**config.mk**
```make
export PLATFORM = sky130hd
export DESIGN_NAME = sxr_regs
export DESIGN_NICKNAME = d
export VERILOG_FILES = /design/src/core/sxr_pkg.sv /design/src/core/sxr_sync.sv /design/src/core/sxr_shift.sv /design/src/core/sxr_regs.sv
export VERILOG_INCLUDE_DIRS = /design/src /design/src/core
export SDC_FILE = /design/constraint.sdc
export NUM_CORES = 1
export LEC_CHECK = 0
export ABC_AREA = 1
export BUFFER_PORTS_ARGS = -buffer_cell sky130_fd_sc_hd__buf_2
export CAP_MARGIN = 20
export CORE_UTILIZATION = 50
export CTS_CLUSTER_SIZE = 25
export DETAILED_ROUTE_END_ITERATION = 10
export PLACE_DENSITY = 0.81
export SETUP_SLACK_MARGIN = 0.15
export SKIP_LAST_GASP = 1
export SLEW_MARGIN = 20
export SYNTH_ARGS = -nofsm -noshare
export SYNTH_HDL_FRONTEND = slang
export SYNTH_SLANG_ARGS = --single-unit
```
**constraint.sdc**
```tcl
create_clock -name clk -period 4.65 [get_ports clk]
set_input_delay 0.93 -clock clk [delete_from_list [all_inputs] [get_ports clk]]
set_output_delay 0.93 -clock clk [all_outputs]
set_load 0.05 [all_outputs]
```
**src/core/sxr_defines.svh**
```systemverilog
// What this block does
// - Per-character select code is used only in variable select mode.
// - Without decoding, only the lowest zero bit of the code drives low.
// - With decoding, the four select lines carry the code directly.
// - In variable select mode, final-character flag releases the select after shifting, despite hold-select.
// - Receive-full sets on shifter-to-holding move, clears on holding read.
// - Transmit-empty clears on holding write, sets when moved into shifter.
// - Transmit-empty is zero at reset and while disabled; enabling sets it.
// - Mode fault latches on detection, clears on status read.
// - Overrun sets on a second receive load without read; status read clears.
// - Receive DMA end sets when counter reaches zero, clears on counter write.
// - Transmit DMA end sets when counter reaches zero, clears on counter write.
// - Receive all-done reads one exactly when both receive counters are zero.
// - Transmit all-done reads one exactly when both transmit counters are zero.
// - Slave-select rising edge latches a flag; status read clears it.
// - All-empty clears on holding write, sets when idle after transfer delay.
// - Status shows the enable state as a read-only bit.
// - Writing one to enable-set register enables that source; zero ignored.
// - Writing one to enable-clear register disables that source; zero ignored.
// - The four DMA counter values come from the external DMA unit.
// - A readable mask holds enabled sources at the status bit positions.
// - Select mode one is variable selection, zero is fixed selection.
//
// Purpose: offsets, field positions, reset values and timing counts
// Assumes: byte offsets on an 8-bit register address
// Notes:   definitions only
`ifndef SXR_DEFINES_SVH
`define SXR_DEFINES_SVH

`define SXR_OFS_CTRL      8'h00
`define SXR_OFS_MODE      8'h04
`define SXR_OFS_RXHOLD    8'h08
`define SXR_OFS_TXHOLD    8'h0c
`define SXR_OFS_STATUS    8'h10
`define SXR_OFS_IRQ_SET   8'h14
`define SXR_OFS_IRQ_CLR   8'h18
`define SXR_OFS_IRQ_MASK  8'h1c
`define SXR_OFS_XFER_CFG  8'h30

`define SXR_CTRL_EN       0
`define SXR_CTRL_DIS      1
`define SXR_MODE_VAR      1
`define SXR_MODE_DEC      2
`define SXR_MODE_FDIS     4
`define SXR_MODE_CODE     16
`define SXR_TD_CODE       16
`define SXR_TD_FINAL      24
`define SXR_CFG_HOLD      3
`define SXR_CFG_DLY       24
`define SXR_SR_ENABLED    16

`define SXR_SRC_MASK      10'h3ff
`define SXR_CS_NONE       4'hf
`define SXR_DLY_UNIT      5
`define SXR_BAUD_HALF     4'h4
`define SXR_CHAR_LAST     3'h7

`endif

```
**src/core/sxr_pkg.sv**
```systemverilog
// Purpose: shared types of the serial unit register block
// Assumes: nothing beyond the defines header
// Notes:   types only
package sxr_pkg;

  typedef enum logic [1:0] {
    SXR_TX_IDLE  = 2'b00,
    SXR_TX_SHIFT = 2'b01,
    SXR_TX_GAP   = 2'b10
  } sxr_tx_t;

  typedef struct packed {
    logic [15:0] rx_cnt;
    logic [15:0] rx_next_cnt;
    logic [15:0] tx_cnt;
    logic [15:0] tx_next_cnt;
    logic        rx_cnt_wr;
    logic        tx_cnt_wr;
  } sxr_dma_t;

  typedef struct packed {
    logic       busy;
    logic       done;
    logic       sck;
    logic       mosi;
    logic [2:0] cnt;
    logic [7:0] sh;
    logic [7:0] rx;
  } sxr_shift_t;

endpackage

```
**src/core/sxr_sync.sv**
```systemverilog
// Purpose: two-flop synchroniser for the slave-select and data inputs
// Assumes: inputs are asynchronous to clk
// Notes:   first stage is read only by the second
`timescale 1ns/100ps
module sxr_sync (
  // Clock and reset
  input  wire logic       clk,
  input  wire logic       nrst,
  // Pins in, synchronised out
  input  wire logic [1:0] pin_in,
  output logic      [1:0] pin_sync
);
  logic [1:0] meta_q;

  always_ff @(posedge clk or negedge nrst) begin
    if (!nrst) begin
      meta_q   <= 2'h3;
      pin_sync <= 2'h3;
    end else begin
      meta_q   <= pin_in;
      pin_sync <= meta_q;
    end
  end
endmodule

```
**src/core/sxr_shift.sv**
```systemverilog
// Purpose: eight-bit serial shifter, clock idle low, sample on rise
// Assumes: tick is a one-cycle enable from the baud divider
// Notes:   done pulses for one cycle when the last bit has finished
`timescale 1ns/100ps
`include "sxr_defines.svh"
module sxr_shift
  import sxr_pkg::*;
(
  // Clock and reset
  input  wire logic       clk,
  input  wire logic       nrst,
  // Control
  input  wire logic       tick,
  input  wire logic       start,
  input  wire logic [7:0] tx_char,
  input  wire logic       miso,
  // Results and pins
  output sxr_shift_t      st
);
  sxr_shift_t st_d;

  always_comb begin
    st_d      = st;
    st_d.done = 1'b0;
    if (start && !st.busy) begin
      st_d.busy = 1'b1;
      st_d.sck  = 1'b0;
      st_d.cnt  = 3'h0;
      st_d.sh   = tx_char;
      st_d.mosi = tx_char[7];
    end else if (tick && st.busy) begin
      if (!st.sck) begin
        st_d.sck = 1'b1;
        st_d.rx  = {st.rx[6:0], miso};
      end else begin
        st_d.sck = 1'b0;
        if (st.cnt == `SXR_CHAR_LAST) begin
          st_d.busy = 1'b0;
          st_d.done = 1'b1;
        end else begin
          st_d.cnt  = st.cnt + 3'h1;
          st_d.sh   = {st.sh[6:0], 1'b0};
          st_d.mosi = st.sh[6];
        end
      end
    end
  end

  always_ff @(posedge clk or negedge nrst) begin
    if (!nrst) st <= '0;
    else       st <= st_d;
  end
endmodule

```
**src/core/sxr_regs.sv**
```systemverilog
// Purpose: transmit holding, status flags and interrupt enables of the
//          serial unit, with a minimal master shifter behind them
// Assumes: single clock, register port with read data one cycle later
// Notes:   DMA counters live outside and arrive on dma_in
//
// The implementer's own choices: the strobed register port and the placing of the registers.
`timescale 1ns/100ps
`include "sxr_defines.svh"
module sxr_regs
  import sxr_pkg::*;
(
  // Clock and reset
  input  wire logic        clk,
  input  wire logic        nrst,
  // Register port
  input  wire logic [7:0]  addr,
  input  wire logic [31:0] wdata,
  input  wire logic        wr,
  input  wire logic        rd,
  output logic      [31:0] rdata,
  // DMA unit counters
  input  wire sxr_dma_t    dma_in,
  // Serial pins
  input  wire logic        slave_select_input,
  input  wire logic        miso,
  output logic             sck,
  output logic             mosi,
  output logic      [3:0]  chip_select_lines,
  // Interrupt
  output logic             irq
);

  typedef struct packed {
    logic        en;
    logic        mode_var;
    logic        dec_en;
    logic        fdis;
    logic [3:0]  fix_code;
    logic        hold_sel;
    logic [7:0]  dly;
    logic [9:0]  imr;
    logic        rx_full;
    logic        tx_holding_empty_flag;
    logic        mode_fault_flag;
    logic        ovr;
    logic        rx_dma_end_flag;
    logic        tx_dma_end_flag;
    logic        slave_select_rise_flag;
    logic        all_tx_empty_flag;
    logic [15:0] th_char;
    logic [3:0]  th_code;
    logic        th_final;
    logic [7:0]  sh_char;
    logic [15:0] rdr;
    logic [3:0]  cs;
    logic        cur_final;
    sxr_tx_t     fsm;
    logic [12:0] dcnt;
    logic        start;
    logic [3:0]  div;
    logic        tick;
    logic        ss_prev;
    logic        rxz_prev;
    logic        txz_prev;
    logic [31:0] rdata;
    logic        irq;
  } sxr_state_t;

  sxr_state_t q, d;
  sxr_shift_t sh;
  logic [1:0] pins_s;
  logic       nss_s;
  logic       wr_ctl, wr_mode, wr_td, wr_set, wr_clr, wr_cfg;
  logic       rd_sr, rd_rdr, load, ss_rise, mode_fault_flag_evt;
  logic       rx_dma_all_done_flag, tx_dma_all_done_flag, rx_zero, tx_zero;
  logic [3:0] cs_pick;
  logic [31:0] sr_vec;

  // Lowest zero bit selects; all ones selects nothing
  function automatic logic [3:0] cs_map(input logic [3:0] code,
                                        input logic       dec);
    if (dec)           cs_map = code;
    else if (!code[0]) cs_map = 4'he;
    else if (!code[1]) cs_map = 4'hd;
    else if (!code[2]) cs_map = 4'hb;
    else if (!code[3]) cs_map = 4'h7;
    else               cs_map = `SXR_CS_NONE;
  endfunction

  sxr_sync u_sync (
    .clk      (clk),
    .nrst     (nrst),
    .pin_in   ({miso, slave_select_input}),
    .pin_sync (pins_s)
  );
  assign nss_s = pins_s[0];

  sxr_shift u_shift (
    .clk     (clk),
    .nrst    (nrst),
    .tick    (q.tick),
    .start   (q.start),
    .tx_char (q.sh_char),
    .miso    (pins_s[1]),
    .st      (sh)
  );

  assign wr_ctl  = wr && (addr == `SXR_OFS_CTRL);
  assign wr_mode = wr && (addr == `SXR_OFS_MODE);
  assign wr_td   = wr && (addr == `SXR_OFS_TXHOLD);
  assign wr_set  = wr && (addr == `SXR_OFS_IRQ_SET);
  assign wr_clr  = wr && (addr == `SXR_OFS_IRQ_CLR);
  assign wr_cfg  = wr && (addr == `SXR_OFS_XFER_CFG);
  assign rd_sr   = rd && (addr == `SXR_OFS_STATUS);
  assign rd_rdr  = rd && (addr == `SXR_OFS_RXHOLD);

  // Counters come from the DMA unit, nothing is stored here
  assign rx_zero = (dma_in.rx_cnt == 16'h0);
  assign tx_zero = (dma_in.tx_cnt == 16'h0);
  assign rx_dma_all_done_flag  = rx_zero && (dma_in.rx_next_cnt == 16'h0);
  assign tx_dma_all_done_flag  = tx_zero && (dma_in.tx_next_cnt == 16'h0);

  assign ss_rise  = nss_s && !q.ss_prev;
  assign mode_fault_flag_evt = q.en && !q.fdis && !nss_s;
  assign load     = (q.fsm == SXR_TX_IDLE) && q.en && !q.tx_holding_empty_flag && !sh.busy;
  // Fixed mode ignores the code written with the character
  assign cs_pick  = cs_map(q.mode_var ? q.th_code : q.fix_code,
                           q.dec_en);

  // Reserved positions stay zero
  assign sr_vec = {15'h0, q.en, 6'h0, q.all_tx_empty_flag, q.slave_select_rise_flag, tx_dma_all_done_flag, rx_dma_all_done_flag,
                   q.tx_dma_end_flag, q.rx_dma_end_flag, q.ovr, q.mode_fault_flag, q.tx_holding_empty_flag,
                   q.rx_full};

  always_comb begin
    d       = q;
    d.start = 1'b0;
    d.rdata = 32'h0;

    // Baud divider
    d.tick = 1'b0;
    if (q.div == `SXR_BAUD_HALF - 4'h1) begin
      d.div  = 4'h0;
      d.tick = 1'b1;
    end else begin
      d.div = q.div + 4'h1;
    end

    if (wr_ctl) begin
      if (wdata[`SXR_CTRL_DIS]) begin
        d.en = 1'b0;
      end else if (wdata[`SXR_CTRL_EN]) begin
        d.en   = 1'b1;
        d.tx_holding_empty_flag = 1'b1;
        if (q.fsm == SXR_TX_IDLE && !sh.busy) d.all_tx_empty_flag = 1'b1;
      end
    end
    if (wr_mode) begin
      d.mode_var = wdata[`SXR_MODE_VAR];
      d.dec_en   = wdata[`SXR_MODE_DEC];
      d.fdis     = wdata[`SXR_MODE_FDIS];
      d.fix_code = wdata[`SXR_MODE_CODE +: 4];
    end
    if (wr_cfg) begin
      d.hold_sel = wdata[`SXR_CFG_HOLD];
      d.dly      = wdata[`SXR_CFG_DLY +: 8];
    end
    if (wr_set) d.imr = q.imr | (wdata[9:0] & `SXR_SRC_MASK);
    if (wr_clr) d.imr = q.imr & ~(wdata[9:0] & `SXR_SRC_MASK);

    // Read-to-clear first, so a same-cycle event wins
    if (rd_sr) begin
      d.rdata = sr_vec;
      d.mode_fault_flag  = 1'b0;
      d.ovr   = 1'b0;
      d.slave_select_rise_flag  = 1'b0;
    end
    if (rd_rdr) begin
      d.rdata   = {16'h0, q.rdr};
      d.rx_full = 1'b0;
    end
    if (rd && addr == `SXR_OFS_IRQ_MASK) d.rdata = {22'h0, q.imr};

    if (mode_fault_flag_evt) d.mode_fault_flag = 1'b1;
    d.ss_prev = nss_s;
    if (ss_rise) d.slave_select_rise_flag = 1'b1;

    d.rxz_prev = rx_zero;
    d.txz_prev = tx_zero;
    if (dma_in.rx_cnt_wr) d.rx_dma_end_flag = 1'b0;
    if (dma_in.tx_cnt_wr) d.tx_dma_end_flag = 1'b0;
    if (rx_zero && !q.rxz_prev) d.rx_dma_end_flag = 1'b1;
    if (tx_zero && !q.txz_prev) d.tx_dma_end_flag = 1'b1;

    if (sh.done) begin
      d.rdr     = {8'h0, sh.rx};
      d.rx_full = 1'b1;
      if (q.rx_full) d.ovr = 1'b1;
    end

    unique case (q.fsm)
      SXR_TX_IDLE: begin
        if (load) begin
          d.sh_char   = q.th_char[7:0];
          d.start     = 1'b1;
          d.tx_holding_empty_flag      = 1'b1;
          d.cs        = cs_pick;
          d.cur_final = q.mode_var && q.th_final;
          d.fsm       = SXR_TX_SHIFT;
        end
      end
      SXR_TX_SHIFT: begin
        if (sh.done) begin
          d.dcnt = {q.dly, `SXR_DLY_UNIT'(0)};
          d.fsm  = SXR_TX_GAP;
        end
      end
      SXR_TX_GAP: begin
        if (q.dcnt != 13'h0) begin
          d.dcnt = q.dcnt - 13'h1;
        end else begin
          // Final character overrides hold-select
          if (q.cur_final || (q.tx_holding_empty_flag && !q.hold_sel))
            d.cs = `SXR_CS_NONE;
          if (q.tx_holding_empty_flag) d.all_tx_empty_flag = 1'b1;
          d.fsm = SXR_TX_IDLE;
        end
      end
    endcase

    // A write arriving on the load edge must stay pending
    if (wr_td) begin
      d.th_char  = wdata[15:0];
      d.th_code  = wdata[`SXR_TD_CODE +: 4];
      d.th_final = wdata[`SXR_TD_FINAL];
      d.tx_holding_empty_flag     = 1'b0;
      d.all_tx_empty_flag  = 1'b0;
    end
    if (!d.en) d.tx_holding_empty_flag = 1'b0;

    d.irq = |(sr_vec[9:0] & q.imr);
  end

  always_ff @(posedge clk or negedge nrst) begin
    if (!nrst) begin
      q          <= '0;
      q.cs       <= `SXR_CS_NONE;
      q.fix_code <= `SXR_CS_NONE;
      q.ss_prev  <= 1'b1;
      q.rxz_prev <= 1'b1;
      q.txz_prev <= 1'b1;
      q.fsm      <= SXR_TX_IDLE;
    end else begin
      q <= d;
    end
  end

  assign rdata             = q.rdata;
  assign irq               = q.irq;
  assign chip_select_lines = q.cs;
  assign sck               = sh.sck;
  assign mosi              = sh.mosi;
endmodule

```
==> summary.md, run 1 <==
| Metric | Value |
|---|---|
| Finished Layout Cells | `1069` |
| Vias | `about 5200` |
| Area leader, netlist | `dfrtp_1` |
| DRC viols | `0` |
| Initial core utilization | `0.5107` |
| Worst Path Required | `5010 ps` |
| Syn Inst Count | `about 770` |
| Worst r2r dst | `q[50]` |
| Ranking of synthesized cells by area | `dfrtp_1, nand2_1, dfstp_2, nor2_1, buf_4` |
| Pwr Total | `4121 uW` |
| Fmax | `374.2 MHz` |
| DRT Wirelength | `around 14 mm` |
| PwrDens | `between 500 and 600 mW/mm^2` |
| Clock transition at the registers of the reported paths | `about 60 ps` |
| WP data arrival | `between 3000 and 4000 ps` |
| R2R Setup Slk | `1980 ps` |
| Syn Area/Cell | `around 8.3 um^2` |
| Gr ovfl total | `0` |
| Headroom to the max-slew limit | `0.4370` |
| Max_cap viols | `0` |
| Distinct cell type count after synthesis | `42` |
| CTS sink cnt | `~130` |
| Root Buffer Master | `clkbuf_16` |
| Synth warn | `0` |
| Fin Clk Skew | `6.770 ps` |
| Largest family of logic cells by synthesized area | `simple AND/OR/NAND/NOR gates` |
| Hold path endpoint | `u_sync.pin_sync[0]` |
| Xor/xnor share of the synthesized area | `0.006823` |
| Setup ws final | `1978 ps` |
| Setup violators final | `0` |
| Reg2Reg Depth | `8` |
| Crit share post-route | `0.5747` |
| Critical path fanouts, max | `22` |
| Placed cell area | `between 0.006 and 0.007 mm^2` |
| Area Growth Syn to Fin | `18.50%` |
| IO Port Bufs | `about 120` |
| Max Buffers Root-to-Sink | `2` |
| Critical path type | `register to register` |
| Register area share after synthesis | `0.5136` |
| Total core area | `approximately 0.013 mm^2` |
| Slew @ Worst Pin | `844.4 ps` |
| Gp weighted congestion | `approximately 0.84` |
| DIE AREA | `0.01329 mm^2` |
| Largest net degree at the start of global routing | `75` |
| CP startpoint | `q[55]` |
| Hold path cells | `0` |
| Post-synthesis compound-gate area fraction | `0.07485` |
| Startpoint Class | `register` |
| RR Startpoint | `q[55]` |
| Worst skew pair latency | `about 420 ps` |
| Top cell type's share of synthesized area | `0.4522` |
| # hold bufs at CTS | `0` |
| WL per Instance | `about 13 um` |
| DP HPWL | `9.727 mm` |
| Setup_tns | `0 ps` |
| CTS Buf Count | `17` |
| Fin nets | `1005` |
| Dpl cells | `approximately 1000` |
| Ratio of cells with drive above 1 in the final layout | `0.2230` |
| Worst slack at placement | `approximately 2000 ps` |
| GRT Overall Usage | `0.2284` |
| Initial antenna violation count | `0` |
| Post-DRT Antenna Nets | `0` |
| Fin area | `0.007606 mm^2` |
| CTS tree | `built` |
| First-pass GRT wire length | `about 23 mm` |
| Hold Crit Class | `register to register` |
| TritonRoute pass-1 iters | `5` |
| Mux contribution to synthesized area | `0.01404` |
| Width of the chip | `between 100 and 150 um` |
| Cts repair resizes | `0` |
| Row cnt | `slightly above 40` |
| Max-slew violations | `0` |
| Post-CTS Setup Inserts | `0` |
| Die Ht | `between 100 and 150 um` |
| Level count of the clock H-tree | `4` |
| Outcome | `finished clean` |
| Synth Cell Area | `roughly 0.0064 mm^2` |
| Final Hold Fails | `0` |
| Adder-cell share of the synthesized area | `0.01754` |
| Vias in the first global route | `5046` |
| Unrepaired setup endpoints after global routing | `no` |
| Maximum VDD drop | `about 0.36 mV` |
| Hold_sp | `u_sync.meta_q[0]` |
| Crit. End Element | `register` |
| DRT iter0 DRCs | `between 300 and 400` |
| Synthesized flop and latch total | `around 130` |
| Leak | `slightly above 0.004 uW` |
| # IOs | `approximately 150` |
| Tmin final | `roughly 2700 ps` |
| Synth Area in Simple Gates | `0.2692` |
| ANT cells | `0` |
| Vias per cell | `about 4.9` |
==> sequential cells by signal, indices dropped and copies added, names as in the netlist, named ones only <==
register,cells
q,79
u_shift.st,22
rdata,11
chip_select_lines,4
u_sync.meta_q,2
u_sync.pin_sync,2
irq,1
==> per-stage QoR <==
step	hold WS, ps	util
global placement	345.7	0.5544
finish	353.9	0.6052
detailed placement	346.9	0.5544
floorplan	345.2	-
global route	358.4	0.6052
CTS	355.1	0.6052
==> worst max-delay path by stage <==
| stage | slack (ps) | to |
|---|---|---|
| after floorplan | 2770 | q[86] |
| after global placement | 2050 | q[48] |
| after detailed placement | 2020 | q[50] |
| after CTS | 1980 | q[50] |
| after global routing | 1740 | q[50] |
| final | 1980 | q[50] |
==> power by group <==
group	internal (uW)	leakage [uW]	switching, uW	total (uW)
registers	1340	0.00168	140	1480
clock network	950	0.000309	475	1430
logic	412	0.00208	799	1210
==> Yosys cell counts, drive strengths merged <==
cell type  instances
nand2            254
dfrtp            116
nor2              92
inv               79
o21ai             52
buf               47
nand3             42
dfstp             15
ha                 9
a21oi              8
mux2               8
nor3               7
o211ai             7
o221ai             6
nand4              5
o22ai              5
nand3b             4
xor2               4
or2                3
clkinv             2
and2               1
clkbuf             1
conb               1
nor3b              1
o2111ai            1
o21bai             1
o32ai              1
xnor2              1
==> worst max-delay path: stages, from the launching register on <==
cell     delay [ps]
dfrtp_1         400
inv_1            90
ha_1            710
inv_1           420
a21oi_1         400
nand2_4         200
inv_2           190
nand3_1         100
nand2_1          70
==> final cells by class <==
cell class                 instances  area [um^2]
multi-input combinational        533         2534
inverter                          81        304.0
tap                              172        215.2
clock inverter                     9        150.1
timing repair buffer             120        618.1
sequential                       131         3297
fill                            1051         4962
clock buffer                      23        488.0
==> routing by layer <==
metal / vias up / track usage / part of all wire
li1: 2623 / - / -
met1: 2443 / 0.2977 / 0.45
met2: 126 / 0.3605 / 0.48
met3: 28 / 0.06273 / 0.049
met4: 0 / 0.09524 / 0.017
met5: - / 0 / 0
==> cell families after synthesis <==
family,Yosys count
AOI/OAI and AO/OA,81
xor gates and xnor gates,5
muxes,8
other,1
buffers and inverters,129
adders and majority gates,9
DFF,131
and+or+nand+nor,409
==> placed cells by master, fill, tap and decap left out, types with 5 or more instances in the layout <==
cell and n:
nand2_1 249, buf_2 118, dfrtp_1 116, nor2_1 86, inv_1 78, nand3_1 39, o21ai_0 31, conb_1 21
clkbuf_16 17, o21ai_1 16, dfstp_2 15, ha_1 9, a21oi_1 8, mux2_2 8, o211ai_1 7, o221ai_1 6
o22ai_1 5, nor3_1 5, o21ai_2 5
Note: power is estimated with default switching activity, not from simulation.
==> inputs of run 2 (changes only) <==
--- a/config.mk
+++ b/config.mk
@@ -6,7 +6,7 @@
 export SDC_FILE = /design/constraint.sdc
 export NUM_CORES = 1
 export LEC_CHECK = 0
-export ABC_AREA = 1
+export ABC_AREA = 0
 export BUFFER_PORTS_ARGS = -buffer_cell sky130_fd_sc_hd__buf_2
 export CAP_MARGIN = 20
 export CORE_UTILIZATION = 50
==> constraint.sdc (replaced) <==
create_clock -name clk -period 2.76 [get_ports clk]
set_input_delay 0.552 -clock clk [delete_from_list [all_inputs] [get_ports clk]]
set_output_delay 0.552 -clock clk [all_outputs]
set_load 0.05 [all_outputs]
==> run 2 against run 1 <==
  * Final cell count decreased by 24%
  * Sequential power increased by 45%
  * Clock power increased by 60%
  * Critical path depth decreased by 3
  * Worst setup slack got worse by 1400 ps
  * Largest cell class unchanged
  * Flip-flop and latch count unchanged
==> summary.md, run 2 <==
| Metric | Value |
|---|---|
| Tmin final | `2219 ps (-453.2 ps)` |
| IO Port Bufs | `119 (unchanged)` |
| CTS Buf Count | `17 (unchanged)` |
| Gp weighted congestion | `0.8649 (+3.1%)` |
| DRT iter0 DRCs | `450 (+27%)` |
| Max_cap viols | `0 (unchanged)` |
| DRT Wirelength | `14.24 mm (+5.1%)` |
| CP max stage delay | `650 ps (-60 ps)` |
| Headroom to the max-slew limit | `0.5230 (+0.08600)` |
| Worst Path Required | `3060 ps (-1950 ps)` |
| Async SR Flop Fraction | `1.000 (unchanged)` |
| Vias per cell | `5.741 (+18%)` |
| Post-DRT Antenna Nets | `0 (unchanged)` |
| Number of flip-flops in the largest register | `79 (unchanged)` |
| Initial antenna violation count | `0 (unchanged)` |
| Hold Crit Class | `input port to async pin` |
| Root Buffer Master | `clkbuf_16` |
| First-pass GRT wire length | `23.58 mm (+1.9%)` |
| Reg2Reg Depth | `5 (-3)` |
| Max Buffers Root-to-Sink | `2 (unchanged)` |
| Clock transition at the registers of the reported paths | `60 ps (about the same)` |
| CTS sink cnt | `131 (unchanged)` |
| ANT cells | `0 (unchanged)` |
| Ys flop type | `dfrtp_1` |
| GRT met3 Usage | `0.06213 (-0.0005989)` |
| Setup_tns | `0 ps (unchanged)` |
| Top cell type's share of synthesized area | `0.4698 (+0.01758)` |
| Die Ht | `113.2 um (-1.9%)` |
| DRC viols | `0 (unchanged)` |
| # IOs | `151 (unchanged)` |
| Gr ovfl total | `0 (unchanged)` |
| Outcome | `finished clean` |
| Fmax | `450.6 MHz (+20%)` |
| Synth warn | `0 (unchanged)` |
| Met1 Track Usage GR | `0.2830 (-0.01469)` |
| WL per Instance | `17.43 um (+38%)` |
| Vias in the first global route | `4834 (-4.2%)` |
| Max-slew violations | `0 (unchanged)` |
| Register area share after synthesis | `0.5336 (+0.01997)` |
| Level count of the clock H-tree | `4 (unchanged)` |
| Commonest cells after routing, fill and taps aside | `buf_2, dfrtp_1, nand2_1` |
| Area Growth Syn to Fin | `18.85%` |
| TritonRoute pass-1 iters | `8 (+3)` |
| DP HPWL | `10.01 mm (+2.9%)` |
| Fin nets | `778 (-23%)` |
| Startpoint Class | `register` |
| Final Hold Fails | `0 (unchanged)` |
| CTS tree | `built` |
| Synth Cell Area | `0.006178 mm^2 (-3.7%)` |
| GRT Overall Usage | `0.2387 (+0.01035)` |
| Leak | `0.003720 uW (-8.5%)` |
| Width of the chip | `113.2 um (-1.9%)` |
| Setup violators final | `0 (unchanged)` |
| Unrepaired setup endpoints after global routing | `no` |
| Met2 usage | `0.4106 (+0.05015)` |
| Cts repair resizes | `0 (unchanged)` |
| Ratio of cells with drive above 1 in the final layout | `0.3716 (+0.1487)` |
| Slew @ Worst Pin | `706.1 ps (-138.3 ps)` |
| Initial core utilization | `0.5144 (+0.003673)` |
| Post-CTS Setup Inserts | `0 (unchanged)` |
| Crit share post-route | `0.8041 (+0.2293)` |
| Placed cell area | `0.006739 mm^2 (-3.3%)` |
| Post-Route Utilization | `0.6114 (+0.006177)` |
| # hold bufs at CTS | `0 (unchanged)` |
| Biggest register | `q` |
| Commonest cells post-synth | `dfrtp_1, nand2_1, mux2_2, buf_4, nor2_1` |
| Distinct cell type count after synthesis | `65 (+55%)` |
| Slowest-stage cell, CP | `nor4bb_2` |
| Crit-path cells | `inv_1 > ha_1 > nor4bb_2 > buf_4 > mux2_2` |
| Vias | `4690 (-10%)` |
| Row cnt | `40 (-2.4%)` |
| Critical path type | `register to register` |
| Post-synth EDFFs | `0 (unchanged)` |
| WP data arrival | `2520 ps (-510 ps)` |
| Most common cell in the netlist | `dfrtp_1` |
| Filler cell count | `919 (-13%)` |
| GR peak layer | `met2` |
| Crit. End Element | `register` |
| Syn Inst Count | `546 (-29%)` |
| Synthesized flop and latch total | `131 (unchanged)` |
| Most common cell after layout, fill and taps aside | `buf_2` |
| PwrDens | `681.0 mW/mm^2 (+26%)` |
| Largest net degree at the start of global routing | `70 (-6.7%)` |
| Syn Area/Cell | `11.32 um^2 (+36%)` |
| Total core area | `0.01201 mm^2 (-4.4%)` |
| Area leader, netlist | `dfrtp_1` |
| Fin area | `0.007343 mm^2 (-3.5%)` |
| Critical path fanouts, max | `10 (-55%)` |
| Fin Clk Skew | `5.939 ps (-0.8306 ps)` |
| Maximum VDD drop | `0.3924 mV (+7.6%)` |
| DIE AREA | `0.01281 mm^2 (-3.7%)` |
| Worst skew pair latency | `420 ps (about the same)` |
| Ranking of synthesized cells by area | `dfrtp_1, mux2_2, dfstp_2, buf_4, nand2_1` |
## run 2: path summary, 6_finish.rpt
kind	start	endpoint	slack, ps
setup / recovery	q[56]	q[83]	540
hold / removal	nrst	q[128]	70
setup reg to reg	q[56]	q[83]	540
hold reg to reg	u_sync.meta_q[0]	u_sync.pin_sync[0]	360
max in group asynchronous	nrst	q[136]	1900
min in group clk	miso	u_sync.meta_q[1]	230
## run 2: area by class of cell
cell class | count | area (um^2) | area share
inverters | 23 | 86.33 | 0.01176
repair buffers | 127 | 670.6 | 0.09133
flip-flops and latches | 131 | 3297 | 0.4490
clock inverters | 12 | 157.7 | 0.02147
clock buffers | 20 | 446.7 | 0.06083
well taps | 147 | 183.9 | 0.02505
multi-input cells | 357 | 2501 | 0.3406
## run 2: through the flow
stage	power, uW	cells	hold WS, ps	worst slack, ps
floorplan	2580	566	256.4	932.0
global placement	2710	785	345.8	614.1
detailed placement	2735	785	346.8	578.4
CTS	5026	817	75.38	547.9
global route	5156	817	84.29	339.2
finish	5001	817	67.36	540.8
## run 2: layer usage
metal  routed length (um)  up-vias
met2                 7336      187
met5                    0        -
li1                     -     2140
met1                 5766     2331
met3                  805       32
met4                  331        0
## run 2: logic make-up after synthesis
kind of cell	synth area share
buf+inv	0.07473
simple gates	0.1450
fa+ha+maj	0.01823
xor+xnor	0.002836
flops	0.5336
mux	0.1144
other cells	0.0006070
compound gates	0.1106
## run 2: where the power goes
part / internal, uW / switching (uW) / leakage [uW] / total, uW
registers: 2050 / 95.3 / 0.00173 / 2150
clock network: 1450 / 845 / 0.000298 / 2290
logic: 199 / 362 / 0.00170 / 561
total: 3700 / 1300 / 0.00372 / 5000
## run 2: critical path: cells and delay by family (launching register included)
| family | cells | cell delay [ps] |
|---|---|---|
| muxes | 1 | 360 |
| DFF | 1 | 400 |
| adders and majority gates | 1 | 270 |
| and+or+nand+nor | 1 | 650 |
| buffers and inverters | 2 | 420 |
==> inputs of run 3 (changes only) <==
--- a/config.mk
+++ b/config.mk
@@ -6,7 +6,7 @@
 export SDC_FILE = /design/constraint.sdc
 export NUM_CORES = 1
 export LEC_CHECK = 0
-export ABC_AREA = 0
+export ABC_AREA = 1
 export BUFFER_PORTS_ARGS = -buffer_cell sky130_fd_sc_hd__buf_2
 export CAP_MARGIN = 20
 export CORE_UTILIZATION = 50
==> constraint.sdc (replaced) <==
create_clock -name clk -period 2.1 [get_ports clk]
set_input_delay 0.42 -clock clk [delete_from_list [all_inputs] [get_ports clk]]
set_output_delay 0.42 -clock clk [all_outputs]
set_load 0.05 [all_outputs]
==> run 3 against run 2 <==
  * Die area rose by 3.8%
  * Global-route usage fell by 1.3 points
  * Sequential power rose by 53%
  * Wire length fell by 4.2%
  * Clock power rose by 26%
  * Cell area rose by 4.0%
  * Final cell count rose by 32%
  * Critical endpoint is now q[48]
  * Largest power group is now sequential cells
  * Highest routed layer is now met5
==> summary.md, run 3 (synthesized netlist as in run 1, its figures left out) <==
| Metric | Value |
|---|---|
| Comb power frac | `0.302 (+0.190)` |
| DP HPWL | `9.963 mm (-0.45%)` |
| Worst slack at placement | `310.7 ps (-267.8 ps)` |
| Net Sw Frac | `0.3461 (+0.08581)` |
| Area Growth Syn to Fin | `18.97% (about the same)` |
| IO Port Bufs | `119 (unchanged)` |
| Total core area | `0.01257 mm^2 (+4.6%)` |
| Filler cell count | `1077 (+17%)` |
| Initial antenna violation count | `1 (+1)` |
| TritonRoute pass-1 iters | `7 (-1)` |
| Hold Slack | `91.52 ps (+24.16 ps)` |
| Setup_tns | `0 ps (unchanged)` |
| DRC viols | `0 (unchanged)` |
| Max-slew violations | `0 (unchanged)` |
| Max Buffers Root-to-Sink | `2 (unchanged)` |
| Crit. End Element | `register` |
| Fin nets | `1016 (+31%)` |
| Hold Crit Class | `input port to register` |
| Placed cell area | `0.007043 mm^2 (+4.5%)` |
| Fmax | `569.1 MHz (+26%)` |
| Initial core utilization | `0.5107 (-0.003673)` |
| CTS tree | `built` |
| Row cnt | `41 (+2.5%)` |
| Root Buffer Master | `clkbuf_16` |
| Largest net degree at the start of global routing | `64 (-8.6%)` |
| Biggest register | `q` |
| Slew @ Worst Pin | `587.3 ps (-118.8 ps)` |
| Tmin final | `1757 ps (-462.2 ps)` |
| ANT cells | `0 (unchanged)` |
| Commonest cells after routing, fill and taps aside | `nand2_1, buf_2, dfrtp_1` |
| Worst skew pair latency | `420 ps (about the same)` |
| Most common cell after layout, fill and taps aside | `nand2_1` |
| Clk pwr share | `0.326 (-0.132)` |
| Headroom to the max-slew limit | `0.6072 (+0.08416)` |
| Ratio of cells with drive above 1 in the final layout | `0.2291 (-0.1426)` |
| Final Hold Fails | `0 (unchanged)` |
| Number of flip-flops in the largest register | `79 (unchanged)` |
| Switching power | `3060 uW (+140%)` |
| Vias in the first global route | `4951 (+2.4%)` |
| Gr ovfl total | `0 (unchanged)` |
| Fin area | `0.007636 mm^2 (+4.0%)` |
| Leak | `0.004094 uW (+10%)` |
| Startpoint Class | `register` |
| PwrDens | `1158 mW/mm^2 (+70%)` |
| Maximum VDD drop | `0.6287 mV (+60%)` |
| Gp weighted congestion | `0.8079 (-6.6%)` |
| Level count of the clock H-tree | `4 (unchanged)` |
| GRT Overall Usage | `0.2262 (-0.01251)` |
| Clock transition at the registers of the reported paths | `50 ps (about the same)` |
| Width of the chip | `115.3 um (+1.9%)` |
| WP data arrival | `2060 ps (-460 ps)` |
| CTS Buf Count | `17 (unchanged)` |
| Fin Clk Skew | `6.389 ps (+0.4497 ps)` |
| WL per Instance | `12.63 um (-28%)` |
| Max_cap viols | `0 (unchanged)` |
| DIE AREA | `0.01329 mm^2 (+3.8%)` |
| Flop pwr share | `0.372 (-0.057)` |
| Die Ht | `115.3 um (+1.9%)` |
| DRT Wirelength | `13.64 mm (-4.2%)` |
| DRT iter0 DRCs | `325 (-28%)` |
| Crit share post-route | `0.8367 (+0.03263)` |
| Vias | `5205 (+11%)` |
| Critical path type | `register to register` |
| Post-DRT Antenna Nets | `0 (unchanged)` |
| First-pass GRT wire length | `22.87 mm (-3.0%)` |
| Vias per cell | `4.819 (-16%)` |
| Setup ws final | `343.0 ps (-197.8 ps)` |
| Internal power | `5781 uW (+56%)` |
| # IOs | `151 (unchanged)` |
| Outcome | `finished clean` |
| Worst Path Required | `2400 ps (-660 ps)` |
| Unrepaired setup endpoints after global routing | `no` |
| Setup violators final | `0 (unchanged)` |
| Critical path fanouts, max | `18 (+8)` |
| Post-Route Utilization | `0.6076 (-0.003788)` |
| CTS sink cnt | `131 (unchanged)` |
==> run 3: cell type report <==
class,count,area [um^2],area share
clock inverters,5,75.07,0.009831
multi-input cells,533,2539,0.3325
flip-flops and latches,131,3297,0.4318
repair buffers,131,703.2,0.09209
clock buffers,27,503.0,0.06587
well taps,172,215.2,0.02818
inverters,81,304.0,0.03982
==> run 3: per-stage QoR <==
stage	total power (uW)	std cells
final	8841	1080
after CTS	8888	1080
after detailed placement	5971	1047
after floorplan	5413	793
after global placement	5895	1047
after global routing	9415	1080
==> run 3: power groups by stage <==
stage	Sequential, uW	Clock, uW	Combinational [uW]
after CTS	3290	2930	2670
after detailed placement	3330	0	2640
after floorplan	3320	0	2090
after global placement	3310	0	2580
after global routing	3340	3040	3030
final	3290	2880	2670
==> run 3: per-layer routing <==
metal | vias up | part of all wire | track usage
li1 | 2632 | - | -
met1 | 2393 | 0.44 | 0.2843
met2 | 153 | 0.48 | 0.3645
met3 | 25 | 0.056 | 0.05904
met4 | 2 | 0.019 | 0.1091
met5 | - | 0.00073 | 0
==> run 3: what timing repair did <==
action	in CTS	in global routing
buffers inserted	0	0
resized for setup	0	2
hold buffers	1	0
endpoints found under the hold margin	4	0
endpoints found under the setup margin	0	4
==> run 3: worst paths after layout <==
path | start | to | slack [ps] | depth (start not counted)
worst max-delay path | q[55] | q[48] | 340 | 7
worst min-delay path | slave_select_input | u_sync.meta_q[0] | 90 | 1
worst max register to register | q[55] | q[48] | 340 | 7
worst min register to register | u_sync.meta_q[0] | u_sync.pin_sync[0] | 350 | 0
max in group asynchronous | nrst | q[34] | 1110 | 3
min in group asynchronous | nrst | q[139] | 360 | 2
==> run 3: worst max-delay path, stage by stage (launching register included) <==
cell     delay, ps
dfrtp_1        410
inv_1          110
ha_1           190
inv_1           60
a21oi_1        290
nand2_4        200
o21ai_0        280
nand2_1         90
